[src/design/opte_params.svh]
`ifndef OPTE_PARAMS_SVH
`define OPTE_PARAMS_SVH

// Clock and timing figures
`define OPTE_CLK_HZ 64'd125000000
`define OPTE_BRIDGE_TIME_S 64'd300
`define OPTE_SLOW_HALF_MS 64'd500
`define OPTE_FAST_HALF_MS 64'd125

// Two-bit LED codes
`define OPTE_LED_OFF 2'h0
`define OPTE_LED_FAST 2'h1
`define OPTE_LED_SLOW 2'h2
`define OPTE_LED_ON 2'h3

// Key switch codes
`define OPTE_KSW_MID 2'h0
`define OPTE_KSW_CW 2'h1
`define OPTE_KSW_CCW 2'h2

// Sizes
`define OPTE_NUM_FKEYS 18
`define OPTE_NUM_PB 2
`define OPTE_ADDR_W 8
`define OPTE_NET_W 16

// Register offsets
`define OPTE_REG_CTRL 8'h00
`define OPTE_REG_FKEY_LED_LO 8'h04
`define OPTE_REG_FKEY_LED_HI 8'h08
`define OPTE_REG_KEYS 8'h0C
`define OPTE_REG_SWITCH 8'h10
`define OPTE_REG_WHEEL_CNT 8'h14
`define OPTE_REG_WHEEL_NET 8'h18
`define OPTE_REG_IRQ_STATUS 8'h1C
`define OPTE_REG_IRQ_MASK 8'h20
`define OPTE_REG_POWER 8'h24

// Control register fields
`define OPTE_CTRL_KSW_BOOL 0
`define OPTE_CTRL_LOGGED_ON 1
`define OPTE_CTRL_INTEGRATED 2
`define OPTE_CTRL_CARD_BUSY 3
`define OPTE_CTRL_RESET 4'h0

// Event bits
`define OPTE_EV_KEY 0
`define OPTE_EV_WHEEL 1
`define OPTE_EV_BRIDGE 2
`define OPTE_EV_POWER_OFF 3
`define OPTE_EV_TRANSP_LOST 4
`define OPTE_EV_CARD 5
`define OPTE_EV_CARD_ERR 6
`define OPTE_NUM_EV 7

`endif

[src/design/opte_pkg.sv]
package opte_pkg;
  typedef logic [1:0] opte_led_code_t;
  typedef enum logic [1:0] {PWR_RUN, PWR_BRIDGE, PWR_OFF} opte_pwr_state_t;
endpackage

[src/design/opte_flash.sv]
`timescale 1ns/1ps
module opte_flash #(
  parameter int unsigned SLOW_HALF_CYC = 32'd62500000,
  parameter int unsigned FAST_HALF_CYC = 32'd15625000
) (
  // Clock and reset
  input wire logic clk_in,
  input wire logic rst_in,
  // Flash phases
  output logic slow_out,
  output logic fast_out
);
  logic [31:0] slow_cnt;
  logic [31:0] fast_cnt;

  always_ff @(posedge clk_in)
  begin
    if (rst_in)
    begin
      slow_cnt <= 32'h0;
      slow_out <= 1'b0;
    end
    else if (slow_cnt == SLOW_HALF_CYC - 32'd1)
    begin
      slow_cnt <= 32'h0;
      slow_out <= ~slow_out;
    end
    else
      slow_cnt <= slow_cnt + 32'd1;
  end

  always_ff @(posedge clk_in)
  begin
    if (rst_in)
    begin
      fast_cnt <= 32'h0;
      fast_out <= 1'b0;
    end
    else if (fast_cnt == FAST_HALF_CYC - 32'd1)
    begin
      fast_cnt <= 32'h0;
      fast_out <= ~fast_out;
    end
    else
      fast_cnt <= fast_cnt + 32'd1;
  end
endmodule

[src/design/opte_top.sv]
// Operation
// Each of the eighteen function keys has its own controller-driven LED.
// Function key LED code: 00 off, 01 fast flash, 10 slow flash, 11 on.
// Pushbutton LEDs use the same two-bit code as function key LEDs.
// Handwheel net count adds forward and subtracts backward pulses.
// Net count wraps at the limits of its configured width.
// One handwheel revolution gives fifty pulses.
// Pulses up to two hundred per second are counted without loss.
// Key switch reads 00 centre, 01 clockwise stop, 10 counter-clockwise stop.
// In one-bit mode the key switch reads 1 at either stop, else 0.
// Each pushbutton reads 1 in bit zero while pressed; the code reads the two pushbuttons in bits 2 and 3 of the switch register.
// Without main battery, bridge runs at most five minutes, then power off.
// Losing the transponder while logged on triggers a shutdown.
// Card may be swapped live; removal during card access is flagged.
// Forward and backward pulse counts are eight-bit, wrapping 255 to 0.
// Both pulse counters are zero after start-up.
// Slow and fast flash rates come from prescaled counters, fast is faster.
`timescale 1ns/1ps
`include "opte_params.svh"
module opte_top #(
  parameter int NET_W = `OPTE_NET_W,
  parameter logic [39:0] BRIDGE_CYC = 40'(`OPTE_BRIDGE_TIME_S * `OPTE_CLK_HZ),
  parameter int unsigned SLOW_HALF_CYC = 32'(`OPTE_SLOW_HALF_MS * `OPTE_CLK_HZ / 64'd1000),
  parameter int unsigned FAST_HALF_CYC = 32'(`OPTE_FAST_HALF_MS * `OPTE_CLK_HZ / 64'd1000)
) (
  // Clock and reset
  input wire logic CLK_IN,
  input wire logic RST_IN,
  // Register port
  input wire logic [`OPTE_ADDR_W-1:0] ADDR_IN,
  input wire logic [31:0] WDATA_IN,
  input wire logic WR_IN,
  input wire logic RD_IN,
  output logic [31:0] RDATA_OUT,
  // Operator controls
  input wire logic [`OPTE_NUM_FKEYS-1:0] FKEY_IN,
  input wire logic KSW_CW_IN,
  input wire logic KSW_CCW_IN,
  input wire logic [`OPTE_NUM_PB-1:0] PB_IN,
  input wire logic WHEEL_A_IN,
  input wire logic WHEEL_B_IN,
  // Power, range and card
  input wire logic MAIN_BAT_IN,
  input wire logic BRIDGE_BAT_IN,
  input wire logic TRANSP_SEEN_IN,
  input wire logic CARD_IN,
  // Indicators
  output logic [`OPTE_NUM_FKEYS-1:0] FKEY_LED_OUT,
  output logic [`OPTE_NUM_PB-1:0] PB_LED_OUT,
  output logic POWER_OFF_OUT,
  output logic SHUTDOWN_OUT,
  output logic IRQ_OUT
);
  localparam int NUM_LED = `OPTE_NUM_FKEYS + `OPTE_NUM_PB;
  localparam int NUM_SYNC = `OPTE_NUM_FKEYS + `OPTE_NUM_PB + 8;

  // Pin synchronisers
  logic [NUM_SYNC-1:0] pin_raw;
  logic [NUM_SYNC-1:0] pin_meta;
  logic [NUM_SYNC-1:0] pin_sync;
  logic [`OPTE_NUM_FKEYS-1:0] fkey_s;
  logic [`OPTE_NUM_PB-1:0] pb_s;
  logic cw_s;
  logic ccw_s;
  logic wa_s;
  logic wb_s;
  logic main_bat_s;
  logic bridge_bat_s;
  logic transp_s;
  logic card_s;

  // Control and status state
  logic [3:0] ctrl;
  logic [2*NUM_LED-1:0] led_code;
  logic [`OPTE_NUM_EV-1:0] irq_status;
  logic [`OPTE_NUM_EV-1:0] irq_mask;
  logic [`OPTE_NUM_EV-1:0] ev;
  logic [`OPTE_NUM_FKEYS-1:0] fkey_prev;
  logic [`OPTE_NUM_PB-1:0] pb_prev;
  logic [1:0] ksw_prev;
  logic [1:0] ksw_code;
  logic transp_prev;
  logic card_prev;
  logic shut_latch;
  logic card_err;
  opte_pkg::opte_pwr_state_t pwr_state;
  opte_pkg::opte_pwr_state_t next_pwr_state;
  logic [39:0] bridge_cnt;
  logic [NUM_LED-1:0] led_drive;

  // Submodule outputs
  logic slow_ph;
  logic fast_ph;
  logic [7:0] fwd_cnt;
  logic [7:0] bwd_cnt;
  logic [NET_W-1:0] net_cnt;
  logic wheel_pulse;

  logic wr_ctrl;
  logic wr_led_lo;
  logic wr_led_hi;
  logic wr_mask;
  logic rd_status;

  assign pin_raw = {FKEY_IN, PB_IN, KSW_CW_IN, KSW_CCW_IN, WHEEL_A_IN, WHEEL_B_IN,
                    MAIN_BAT_IN, BRIDGE_BAT_IN, TRANSP_SEEN_IN, CARD_IN};

  // Not reset: pins flush through during reset, so no false battery loss follows it
  always_ff @(posedge CLK_IN)
  begin
    pin_meta <= pin_raw;
    pin_sync <= pin_meta;
  end

  assign {fkey_s, pb_s, cw_s, ccw_s, wa_s, wb_s,
          main_bat_s, bridge_bat_s, transp_s, card_s} = pin_sync;

  assign wr_ctrl = WR_IN && (ADDR_IN == `OPTE_REG_CTRL);
  assign wr_led_lo = WR_IN && (ADDR_IN == `OPTE_REG_FKEY_LED_LO);
  assign wr_led_hi = WR_IN && (ADDR_IN == `OPTE_REG_FKEY_LED_HI);
  assign wr_mask = WR_IN && (ADDR_IN == `OPTE_REG_IRQ_MASK);
  assign rd_status = RD_IN && (ADDR_IN == `OPTE_REG_IRQ_STATUS);

  always_ff @(posedge CLK_IN)
  begin
    if (RST_IN)
      ctrl <= `OPTE_CTRL_RESET;
    else if (wr_ctrl)
      ctrl <= WDATA_IN[3:0];
  end

  // Two bits per LED: keys 1 to 16 in the low word, keys 17, 18 and pushbuttons above
  always_ff @(posedge CLK_IN)
  begin
    if (RST_IN)
      led_code <= '0;
    else if (wr_led_lo)
      led_code[31:0] <= WDATA_IN;
    else if (wr_led_hi)
      led_code[2*NUM_LED-1:32] <= WDATA_IN[2*NUM_LED-33:0];
  end

  opte_flash #(
    .SLOW_HALF_CYC(SLOW_HALF_CYC),
    .FAST_HALF_CYC(FAST_HALF_CYC)
  ) u_flash (
    .clk_in(CLK_IN),
    .rst_in(RST_IN),
    .slow_out(slow_ph),
    .fast_out(fast_ph)
  );

  genvar gi;
  generate
    for (gi = 0; gi < NUM_LED; gi++)
    begin : g_led
      always_ff @(posedge CLK_IN)
      begin
        if (RST_IN)
          led_drive[gi] <= 1'b0;
        else
          case (led_code[2*gi+1:2*gi])
            `OPTE_LED_OFF: led_drive[gi] <= 1'b0;
            `OPTE_LED_FAST: led_drive[gi] <= fast_ph;
            `OPTE_LED_SLOW: led_drive[gi] <= slow_ph;
            `OPTE_LED_ON: led_drive[gi] <= 1'b1;
            default: led_drive[gi] <= 1'b0;
          endcase
      end
    end
  endgenerate

  assign FKEY_LED_OUT = led_drive[`OPTE_NUM_FKEYS-1:0];
  assign PB_LED_OUT = led_drive[NUM_LED-1:`OPTE_NUM_FKEYS];

  // One count per track A rising edge; 50 per turn with the fitted encoder
  opte_wheel #(
    .NET_W(NET_W)
  ) u_wheel (
    .clk_in(CLK_IN),
    .rst_in(RST_IN),
    .a_in(wa_s),
    .b_in(wb_s),
    .fwd_cnt_out(fwd_cnt),
    .bwd_cnt_out(bwd_cnt),
    .net_out(net_cnt),
    .pulse_out(wheel_pulse)
  );

  // Both stops at once cannot happen mechanically; clockwise wins
  always_comb
  begin
    if (ctrl[`OPTE_CTRL_KSW_BOOL])
      ksw_code = {1'b0, cw_s | ccw_s};
    else if (cw_s)
      ksw_code = `OPTE_KSW_CW;
    else if (ccw_s)
      ksw_code = `OPTE_KSW_CCW;
    else
      ksw_code = `OPTE_KSW_MID;
  end

  always_ff @(posedge CLK_IN)
  begin
    if (RST_IN)
    begin
      fkey_prev <= '0;
      pb_prev <= '0;
      ksw_prev <= 2'h0;
      transp_prev <= 1'b0;
      card_prev <= 1'b0;
    end
    else
    begin
      fkey_prev <= fkey_s;
      pb_prev <= pb_s;
      ksw_prev <= ksw_code;
      transp_prev <= transp_s;
      card_prev <= card_s;
    end
  end

  // Bridge timer: the power-off decision is final until reset
  always_comb
  begin
    next_pwr_state = pwr_state;
    case (pwr_state)
      opte_pkg::PWR_RUN:
        if (!main_bat_s)
          next_pwr_state = bridge_bat_s ? opte_pkg::PWR_BRIDGE : opte_pkg::PWR_OFF;
      opte_pkg::PWR_BRIDGE:
        if (main_bat_s)
          next_pwr_state = opte_pkg::PWR_RUN;
        else if (!bridge_bat_s || bridge_cnt == BRIDGE_CYC - 40'd1)
          next_pwr_state = opte_pkg::PWR_OFF;
      opte_pkg::PWR_OFF:
        next_pwr_state = opte_pkg::PWR_OFF;
      default:
        next_pwr_state = opte_pkg::PWR_OFF;
    endcase
  end

  always_ff @(posedge CLK_IN)
  begin
    if (RST_IN)
      pwr_state <= opte_pkg::PWR_RUN;
    else
      pwr_state <= next_pwr_state;
  end

  always_ff @(posedge CLK_IN)
  begin
    if (RST_IN)
      bridge_cnt <= 40'h0;
    else if (pwr_state == opte_pkg::PWR_BRIDGE)
      bridge_cnt <= bridge_cnt + 40'd1;
    else
      bridge_cnt <= 40'h0;
  end

  // Loss of the transponder is judged only while logged onto a range
  always_ff @(posedge CLK_IN)
  begin
    if (RST_IN)
      shut_latch <= 1'b0;
    else if (ctrl[`OPTE_CTRL_LOGGED_ON] && transp_prev && !transp_s)
      shut_latch <= 1'b1;
  end

  always_ff @(posedge CLK_IN)
  begin
    if (RST_IN)
      card_err <= 1'b0;
    else if (ctrl[`OPTE_CTRL_CARD_BUSY] && card_prev && !card_s)
      card_err <= 1'b1;
    else if (wr_ctrl)
      card_err <= 1'b0;
  end

  always_ff @(posedge CLK_IN)
  begin
    if (RST_IN)
    begin
      POWER_OFF_OUT <= 1'b0;
      SHUTDOWN_OUT <= 1'b0;
    end
    else
    begin
      POWER_OFF_OUT <= (next_pwr_state == opte_pkg::PWR_OFF);
      SHUTDOWN_OUT <= shut_latch |
                      (ctrl[`OPTE_CTRL_INTEGRATED] && pwr_state == opte_pkg::PWR_OFF);
    end
  end

  always_comb
  begin
    ev = '0;
    ev[`OPTE_EV_KEY] = (fkey_s != fkey_prev) || (pb_s != pb_prev) || (ksw_code != ksw_prev);
    ev[`OPTE_EV_WHEEL] = wheel_pulse;
    ev[`OPTE_EV_BRIDGE] = (pwr_state == opte_pkg::PWR_RUN) &&
                          (next_pwr_state == opte_pkg::PWR_BRIDGE);
    ev[`OPTE_EV_POWER_OFF] = (pwr_state != opte_pkg::PWR_OFF) &&
                             (next_pwr_state == opte_pkg::PWR_OFF);
    ev[`OPTE_EV_TRANSP_LOST] = ctrl[`OPTE_CTRL_LOGGED_ON] && transp_prev && !transp_s;
    ev[`OPTE_EV_CARD] = card_s != card_prev;
    ev[`OPTE_EV_CARD_ERR] = ctrl[`OPTE_CTRL_CARD_BUSY] && card_prev && !card_s;
  end

  // A new event in the cycle of the clearing read survives the clear
  always_ff @(posedge CLK_IN)
  begin
    if (RST_IN)
      irq_status <= '0;
    else if (rd_status)
      irq_status <= ev;
    else
      irq_status <= irq_status | ev;
  end

  always_ff @(posedge CLK_IN)
  begin
    if (RST_IN)
      irq_mask <= '0;
    else if (wr_mask)
      irq_mask <= WDATA_IN[`OPTE_NUM_EV-1:0];
  end

  always_ff @(posedge CLK_IN)
  begin
    if (RST_IN)
      IRQ_OUT <= 1'b0;
    else
      IRQ_OUT <= |(next_irq_status() & irq_mask);
  end

  function automatic logic [`OPTE_NUM_EV-1:0] next_irq_status();
    next_irq_status = rd_status ? ev : (irq_status | ev);
  endfunction

  // Read data stand only in the cycle after the strobe
  always_ff @(posedge CLK_IN)
  begin
    if (RST_IN)
      RDATA_OUT <= 32'h0;
    else if (!RD_IN)
      RDATA_OUT <= 32'h0;
    else
      case (ADDR_IN)
        `OPTE_REG_CTRL: RDATA_OUT <= {28'h0, ctrl};
        `OPTE_REG_FKEY_LED_LO: RDATA_OUT <= led_code[31:0];
        `OPTE_REG_FKEY_LED_HI: RDATA_OUT <= 32'(led_code[2*NUM_LED-1:32]);
        `OPTE_REG_KEYS: RDATA_OUT <= 32'(fkey_s);
        `OPTE_REG_SWITCH: RDATA_OUT <= {28'h0, pb_s, ksw_code};
        `OPTE_REG_WHEEL_CNT: RDATA_OUT <= {16'h0, bwd_cnt, fwd_cnt};
        `OPTE_REG_WHEEL_NET: RDATA_OUT <= 32'(signed'(net_cnt));
        `OPTE_REG_IRQ_STATUS: RDATA_OUT <= 32'(irq_status);
        `OPTE_REG_IRQ_MASK: RDATA_OUT <= 32'(irq_mask);
        `OPTE_REG_POWER: RDATA_OUT <= {26'h0, card_err, shut_latch, card_s, transp_s,
                                       pwr_state};
        default: RDATA_OUT <= 32'h0;
      endcase
  end
endmodule

[src/design/opte_wheel.sv]
`timescale 1ns/1ps
module opte_wheel #(
  parameter int NET_W = 16
) (
  // Clock and reset
  input wire logic clk_in,
  input wire logic rst_in,
  // Synchronised encoder tracks
  input wire logic a_in,
  input wire logic b_in,
  // Counts
  output logic [7:0] fwd_cnt_out,
  output logic [7:0] bwd_cnt_out,
  output logic [NET_W-1:0] net_out,
  output logic pulse_out
);
  logic a_prev;
  logic step;

  // One pulse per rising edge of track A; B gives the direction
  assign step = a_in & ~a_prev;

  always_ff @(posedge clk_in)
  begin
    if (rst_in)
      a_prev <= 1'b0;
    else
      a_prev <= a_in;
  end

  always_ff @(posedge clk_in)
  begin
    if (rst_in)
    begin
      fwd_cnt_out <= 8'h00;
      bwd_cnt_out <= 8'h00;
      net_out <= '0;
    end
    else if (step && !b_in)
    begin
      fwd_cnt_out <= fwd_cnt_out + 8'h01;
      net_out <= net_out + NET_W'(1);
    end
    else if (step)
    begin
      bwd_cnt_out <= bwd_cnt_out + 8'h01;
      net_out <= net_out - NET_W'(1);
    end
  end

  always_ff @(posedge clk_in)
  begin
    if (rst_in)
      pulse_out <= 1'b0;
    else
      pulse_out <= step;
  end
endmodule
[config.mk]
export PLATFORM = sky130hd
export DESIGN_NAME = opte_top
export DESIGN_NICKNAME = d
export VERILOG_FILES = /design/src/design/opte_pkg.sv /design/src/design/opte_flash.sv /design/src/design/opte_top.sv /design/src/design/opte_wheel.sv
export VERILOG_INCLUDE_DIRS = /design/src /design/src/design
export SDC_FILE = /design/constraint.sdc
export NUM_CORES = 1
export LEC_CHECK = 0
export BUFFER_PORTS_ARGS = -buffer_cell sky130_fd_sc_hd__clkbuf_2
export CAP_MARGIN = 20
export CORE_ASPECT_RATIO = 0.6
export CORE_UTILIZATION = 63
export DETAILED_ROUTE_END_ITERATION = 16
export PLACE_DENSITY = 0.91
export SETUP_SLACK_MARGIN = 0.05
export SLEW_MARGIN = 5
export SYNTH_ARGS = -nofsm -noshare
export SYNTH_HDL_FRONTEND = slang
export SYNTH_SLANG_ARGS = --single-unit
[constraint.sdc]
create_clock -name CLK_IN -period 7.15 [get_ports CLK_IN]
set_input_delay 2.145 -clock CLK_IN [delete_from_list [all_inputs] [get_ports CLK_IN]]
set_output_delay 2.145 -clock CLK_IN [all_outputs]
set_load 0.01 [all_outputs]
==> results of run 1 <==
kinds of logic (layout without fill, tap and decap cells):
group,after synthesis,count (layout),share of synthesized area [%]
multiplexers,12,12,0.946
adder cells (fa/ha/maj),20,20,1.97
AO/OA/AOI/OAI,238,238,11.0
flip-flops,337,337,51.5
buffers and inverters,84,208,2.90
XOR/XNOR,143,143,9.57
AND/OR/NAND/NOR,607,607,22.1
placed cells by master (no fill, tap or decap), types with 17 or more instances in the layout:
cell / instances
nor2b_1: 31
nor4_1: 17
nor2_1: 191
o21ai_0: 31
xnor2_1: 53
nand2_1: 192
nand4_1: 30
clkbuf_2: 125
ha_1: 19
clkbuf_16: 28
nand3_1: 57
a21oi_1: 124
xor2_1: 90
a22oi_1: 34
dfxtp_1: 337
inv_1: 23
power by group through the flow:
| stage | registers [uW] | clock network (uW) | logic, uW |
|---|---|---|---|
| after global placement | 2010 | 0 | 280 |
| after global routing | 1980 | 1690 | 335 |
| after detailed placement | 2010 | 0 | 291 |
| after CTS | 1970 | 1610 | 297 |
| final | 1970 | 1590 | 305 |
| after floorplan | 2000 | 0 | 223 |
final cells by class:
type,instances,area [um^2]
multi-input cells,1020,5970
inverters,23,86.3
repair buffers,135,716
well taps,273,342
clock buffers,39,782
flip-flops and latches,337,6750
fillers,1353,5350
clock inverters,11,176
worst max-delay path by stage:
stage / start / endpoint
after floorplan: ADDR_IN[1] / IRQ_OUT
after global placement: ADDR_IN[5] / led_code[17]
after detailed placement: ADDR_IN[5] / led_code[23]
after CTS: ADDR_IN[5] / led_code[26]
after global routing: ADDR_IN[5] / led_code[15]
final: ADDR_IN[5] / led_code[16]
registers in the layout (all words and copies together) (netlist names), 7 cells and up:
signal and flops:
u_flash.slow_cnt 32, bridge_cnt 40, RDATA_OUT 32, irq_status 7, pin_meta 28, u_wheel.bwd_cnt_out 8, u_wheel.fwd_cnt_out 8, led_code 40
pin_sync 28, u_wheel.net_out 16, FKEY_LED_OUT 18, fkey_prev 18, irq_mask 7, u_flash.fast_cnt 32
critical path, delay by kind of cell:
family,cells,cell delay (ns)
compound gates,1,0.09
simple gates,4,2.41
buf+inv,1,0.14
routing by layer:
layer	track usage, %	vias to the layer above
li1	-	5148
met1	42.8	5051
met2	45.3	660
met3	6.40	81
met4	8.13	0
met5	0	-
per-stage QoR:
stage          std cells  setup WS [ns]  hold WS, ns  utilization [%]  total power [uW]
6_report            1838           2.77        0.328             73.5              3870
2_1_floorplan       1441           3.37        0.310                -              2220
5_1_grt             1838           2.57        0.336             73.5              4000
3_3_place_gp        1786           2.37        0.311             68.6              2290
4_1_cts             1836           2.78        0.328             73.3              3870
3_5_place_dp        1786           2.26        0.312             68.6              2300
cell usage after synthesis, drive strengths merged (2+ instances only):
cell type / number / area, um^2
o21ai: 31 / 155
nor4: 18 / 128
dfxtp: 337 / 6750
mux2i: 9 / 90.1
nor3: 15 / 80.1
buf: 18 / 116
inv: 23 / 86.3
nand2: 194 / 738
xnor2: 53 / 464
nor4bb: 6 / 60.1
o22ai: 2 / 12.5
a21o: 3 / 22.5
nand2b: 3 / 18.8
nor2: 196 / 751
nor2b: 31 / 194
a211oi: 4 / 30.0
and3b: 2 / 17.5
o21bai: 2 / 15.0
or4: 5 / 48.8
nor4b: 5 / 58.8
a21oi: 124 / 621
and2: 5 / 31.3
a31oi: 9 / 56.3
xor2: 90 / 788
a2111oi: 2 / 23.8
o211ai: 2 / 15.0
nand3: 57 / 285
a22oi: 34 / 255
and4: 12 / 106
and3: 10 / 62.6
nand3b: 3 / 22.5
mux2: 3 / 33.8
a22o: 6 / 52.6
nand4: 31 / 200
clkbuf: 42 / 168
or3: 7 / 43.8
or2: 4 / 25.0
ha: 19 / 238
a221oi: 9 / 78.8
==> impl_metrics.tcl, run 1 <==
set metrics [dict create \
    status "finished clean" \
    dp_hpwl_mm 22.3 \
    drt-met1-wl_mm 14.1 \
    cts_tree "done" \
    cts_resized 0 \
    relSlewSlack_pct 27.5 \
    ys_warn_count 0 \
    async_reset_ff_share_pct 0 \
    reg2reg_depth 11 \
    end_kind "flop" \
    die-area_um2 21400 \
    timing.rr.end "u_wheel.net_out[14]" \
    cts_root_buf "clkbuf_16" \
    drt-initial-drc-count 1375 \
    criticalPathCategory "input port to flop" \
    antenna_found_initial 0 \
    r2r_start "u_wheel.a_prev" \
    p_int_uw 2970 \
    rsz0062_at_grt "false" \
    grt_usage_pct 29.8 \
    critical_path.slowest_cell "nand2_1" \
    startpoint_type "input port" \
    die_w_um 188 \
    holdPathEnd "pin_sync[15]" \
    worst_slew_pin_slew_ns 1.08 \
    num-nets-final 1637 \
    row_count 40 \
    h-tree-depth 1 \
    wl_met2_mm 13.8 \
    cp_max_fo 32 \
    final_layout_size_suffix_gt1_share_pct 12.9 \
    r2r_slack_ns 3.06 \
    syn_avg_cell_area_um2 9.09 \
    clockPowerShare_pct 41.1 \
    switchingPower_uw 897 \
    dr.pass1.iters 6 \
    setup_tns_ns 0 \
    critPathRequiredTime_ns 7.56 \
    ys_seq_area_share_pct 51.5 \
    power.density_nw_per_um2 261 \
    min_path_type "flop to flop" \
    sw_frac_of_total_pct 23.2 \
    clock_skew_ns 0.0257 \
    ant_nets 0 \
    wl_met3_mm 3.79 \
    die_h_um 114 \
    boundaryPins 127 \
    grt_max_degree 78 \
    synth_cell_types 71 \
    grt_pass1_wl_mm 51.5 \
    area_growth_pct 13.2 \
    hold_start "pin_meta[15]" \
    ys.flop_type "dfxtp_1" \
    drc 0 \
    p_comb_share_pct 7.9 \
    grt_overflow 0 \
    clk_latency_ns 0.56 \
    cpPeakStageDelay_ns 0.82 \
    crit_top_cell "nand2_1" \
    grt_pass1_vias 10023 \
    io_buffers 126 \
    maxUsedRoutingLayer "met4" \
    cts_buffers 28 \
    cp.arrival_ns 4.79 \
    syn_area_um2 13100 \
    ir_drop_mv 0.203 \
    coreArea_um2 20200 \
    gp_congestion 0.983 \
    stdcell_area_um2 14800 \
    fin_crit_sh_pct 61.3 \
    finalMaxSlewViolations 0 \
    synth_edf_count 0 \
    post_dp_cell_area_um2 13800 \
    whs_path_depth 0 \
    path_cells "clkbuf_2 -> or4_1 -> nor2_2 -> nand2_1 -> nand2_1 -> a21oi_1" \
    vias 10940 \
    n_antenna_cell 0 \
    leakage_uw 0.00549 \
    initial_core_util_pct 64.9 \
    fin_crit_ns 4.38 \
    postCtsHoldBufs 0 \
    cts_buffer_depth 3 \
    setup_viol_count_final 0 \
    power_frac_seq_pct 51.0 \
    clock-sinks 337 \
    synth_seq_cells 337 \
    wl_per_cell_um 17.7 \
    drv_cap 0 \
    wirelength_mm 32.5 \
    viasPerCell 5.95 \
    hold_viol 0 \
    cts_setup_buffers 0 \
    synth_nets 1533 \
    synth_cells 1441 \
    fmax_mhz 228 \
    clkTransAtPathRegs_ns 0.07 \
]
(Power assumes the default switching activity.)
==> run 2, diff against run 1 <==
Settings changed: ABC_AREA set to 1, CORE_UTILIZATION 63 to 54, PLACE_DENSITY 0.91 to 0.83.
Clock period 7.15 ns to 3.6 ns, I/O delays scaled along.
==> run 2 against run 1 <==
Net effect: total power increased by 97%; clock skew decreased by 0.015 ns; global-route usage decreased by 2.8 points; non-clock buffer count increased by 4; highest routed layer unchanged; flip-flop and latch count unchanged; die area increased by 29%.
==> impl_metrics.tcl, run 2 <==
set metrics [dict create \
    status "finished clean" \
    synth_edf_count 0 \
    critical_path.slowest_cell "ha_1" \
    ys.flop_type "dfxtp_1" \
    ir_drop_mv 0.417 \
    row_count 46 \
    crit_family "simple AND/OR/NAND/NOR gates" \
    drc 0 \
    cp_max_fo 20 \
    dr.pass1.iters 5 \
    die-area_um2 27600 \
    ys_top_cells_by_area "dfxtp_1 46%, nand2_1 9.4%, nor2_1 8.6%" \
    top_regs "bridge_cnt: 40 flops, led_code: 40 flops" \
    wl_per_cell_um 15.3 \
    startpoint_type "flop" \
    p_int_uw 5800 \
    synth_cells 1966 \
    ant_nets 0 \
    criticalPathCategory "flop to flop" \
    vias 13382 \
    clkTransAtPathRegs_ns 0.07 \
    finalMaxSlewViolations 0 \
    clk_latency_ns 0.57 \
    relSlewSlack_pct 40.0 \
    total_power_uw 7630 \
    clock-sinks 337 \
    h-tree-depth 1 \
    leakage_uw 0.00657 \
    power_frac_seq_pct 50.8 \
    synth.most_common_cell "nand2_1" \
    synth_cell_types 53 \
    cts_resized 0 \
    die_h_um 129 \
    cp.arrival_ns 3.05 \
    dpl_worst_slack_ns 0.700 \
    ys_warn_count 0 \
    worst_slew_pin_slew_ns 0.898 \
    io_buffers 126 \
    wirelength_mm 37.9 \
    clock_skew_ns 0.0102 \
    fmax_mhz 386 \
    synth_nets 2058 \
    yosysTopAreaCellShare_pct 46.4 \
    critPathRequiredTime_ns 4.06 \
    cts_setup_buffers 0 \
    die_w_um 214 \
    synth_common_cells "364 x nand2_1, 337 x dfxtp_1, 334 x nor2_1" \
    cts_buffer_depth 3 \
    ys_seq_area_share_pct 46.4 \
    rsz0062_at_grt "false" \
    cts_tree "done" \
    async_reset_ff_share_pct 0 \
    power.density_nw_per_um2 462 \
    fin_ws_ns 1.01 \
    coreArea_um2 26400 \
    p_comb_share_pct 7.1 \
    fin_crit_ns 2.59 \
    cts_root_buf "clkbuf_16" \
    num-nets-final 2185 \
    grt_overflow 0 \
    worst-path-buf-inv 4 \
    drv_cap 0 \
    min_path_type "flop to flop" \
    grt_usage_pct 27.0 \
    switchingPower_uw 1830 \
    gp_congestion 0.936 \
    syn_avg_cell_area_um2 7.40 \
    crit_top_cell "nand2_1" \
    initial_core_util_pct 55.0 \
    end_kind "flop" \
    hold_viol 0 \
    boundaryPins 127 \
    viasPerCell 5.40 \
    cts_buffers 30 \
    postCtsHoldBufs 0 \
    cpPeakStageDelay_ns 0.36 \
    setup_tns_ns 0 \
    grt_pass1_wl_mm 59.6 \
    synth_top_area_cell "dfxtp_1" \
    path_cells "inv_2 -> nor2_4 -> inv_2 -> nor2_2 -> inv_2 -> ha_1 -> a21oi_1 -> nand2_1 -> nand3_1 -> nand3_1 -> nand3_1 -> nand2_1 -> nand2_1 -> nand2_1 -> o21ai_0 -> inv_1" \
    dp_hpwl_mm 28.4 \
    setup_viol_count_final 0 \
    sw_frac_of_total_pct 23.9 \
    area_growth_pct 13.5 \
    fin_crit_sh_pct 72.0 \
    drt-initial-drc-count 1591 \
    grt_pass1_vias 11754 \
    syn_area_um2 14500 \
    final_layout_size_suffix_gt1_share_pct 13.9 \
    final_cell_mix "364 x nand2_1, 337 x dfxtp_1, 334 x nor2_1" \
    clockPowerShare_pct 42.1 \
    antenna_found_initial 1 \
    synth_seq_cells 337 \
    mostFrequentLayoutCell "nand2_1" \
    grt_max_degree 43 \
]
run 2: changes by cell type in the layout (fill, tap and decap cells not counted), moves of 27 or more:
cell	before	now
nand2_1	192	364
inv_1	23	188
nor2_1	191	334
xor2_1	90	31
o21ai_0	31	82
o21ai_1	0	42
inv_2	0	35
a21oi_1	124	158
a22oi_1	34	0
nor2b_1	31	0
xnor2_1	53	22
nor3_1	14	41
run 2: area by class of cell:
| type | count | area (um^2) |
|---|---|---|
| Sequential cell | 337 | 6750 |
| Inverter | 225 | 846 |
| Clock inverter | 13 | 130 |
| Timing Repair Buffer | 139 | 728 |
| Multi-Input combinational cell | 1360 | 6750 |
| Clock buffer | 41 | 843 |
| Antenna cell | 1 | 2.50 |
| Tap cell | 360 | 450 |
| Fill cell | 2282 | 9920 |
run 2: through the flow:
| stage | cells | utilization (%) | instance area [um^2] | hold slack (ns) |
|---|---|---|---|---|
| 2_1_floorplan | 1966 | - | 14500 | 0.310 |
| 3_3_place_gp | 2421 | 58.7 | 15500 | 0.312 |
| 3_5_place_dp | 2421 | 58.7 | 15500 | 0.312 |
| 4_1_cts | 2475 | 62.4 | 16500 | 0.325 |
| 5_1_grt | 2476 | 62.4 | 16500 | 0.333 |
| 6_report | 2476 | 62.4 | 16500 | 0.322 |
run 2: worst register-to-register path, stage by stage (launching register included):
cell	delay, ns
dfxtp_1	0.31
inv_2	0.07
nor2_4	0.04
inv_2	0.25
nor2_2	0.11
inv_2	0.32
ha_1	0.36
a21oi_1	0.15
nand2_1	0.13
nand3_1	0.09
nand3_1	0.13
nand3_1	0.11
nand2_1	0.09
nand2_1	0.09
nand2_1	0.05
o21ai_0	0.14
inv_1	0.05
run 2: layer usage:
| layer | GRT usage (%) | vias to the layer above | part of all wire, % |
|---|---|---|---|
| met1 | 40.8 | 6129 | 47 |
| met2 | 38.5 | 567 | 41 |
| li1 | - | 6630 | - |
| met4 | 6.68 | 0 | 2.1 |
| met5 | 0 | - | 0 |
| met3 | 5.77 | 56 | 9.7 |
run 2: power by group through the flow:
stage                     clock [uW]  combinational, uW  sequential (uW)
after CTS                       3260                536             3870
after global routing            3400                613             3880
after global placement             0                521             3960
after detailed placement           0                533             3960
after floorplan                    0                383             3940
final                           3210                545             3870
run 2: final timing paths:
| kind | start | endpoint | slack (ns) | depth (start not counted) |
|---|---|---|---|---|
| setup / recovery | pin_sync[5] | u_wheel.net_out[13] | 1.01 | 16 |
| hold / removal | pin_meta[17] | pin_sync[17] | 0.32 | 0 |
| setup reg to reg | pin_sync[5] | u_wheel.net_out[13] | 1.01 | 16 |
| hold reg to reg | pin_meta[17] | pin_sync[17] | 0.32 | 0 |
run 2: kinds of logic after synthesis:
logic type,synth area share [%]
compound gates,11.7
xor+xnor,3.19
fa+ha+maj,1.77
simple gates,29.7
flops,46.4
buf+inv,7.19
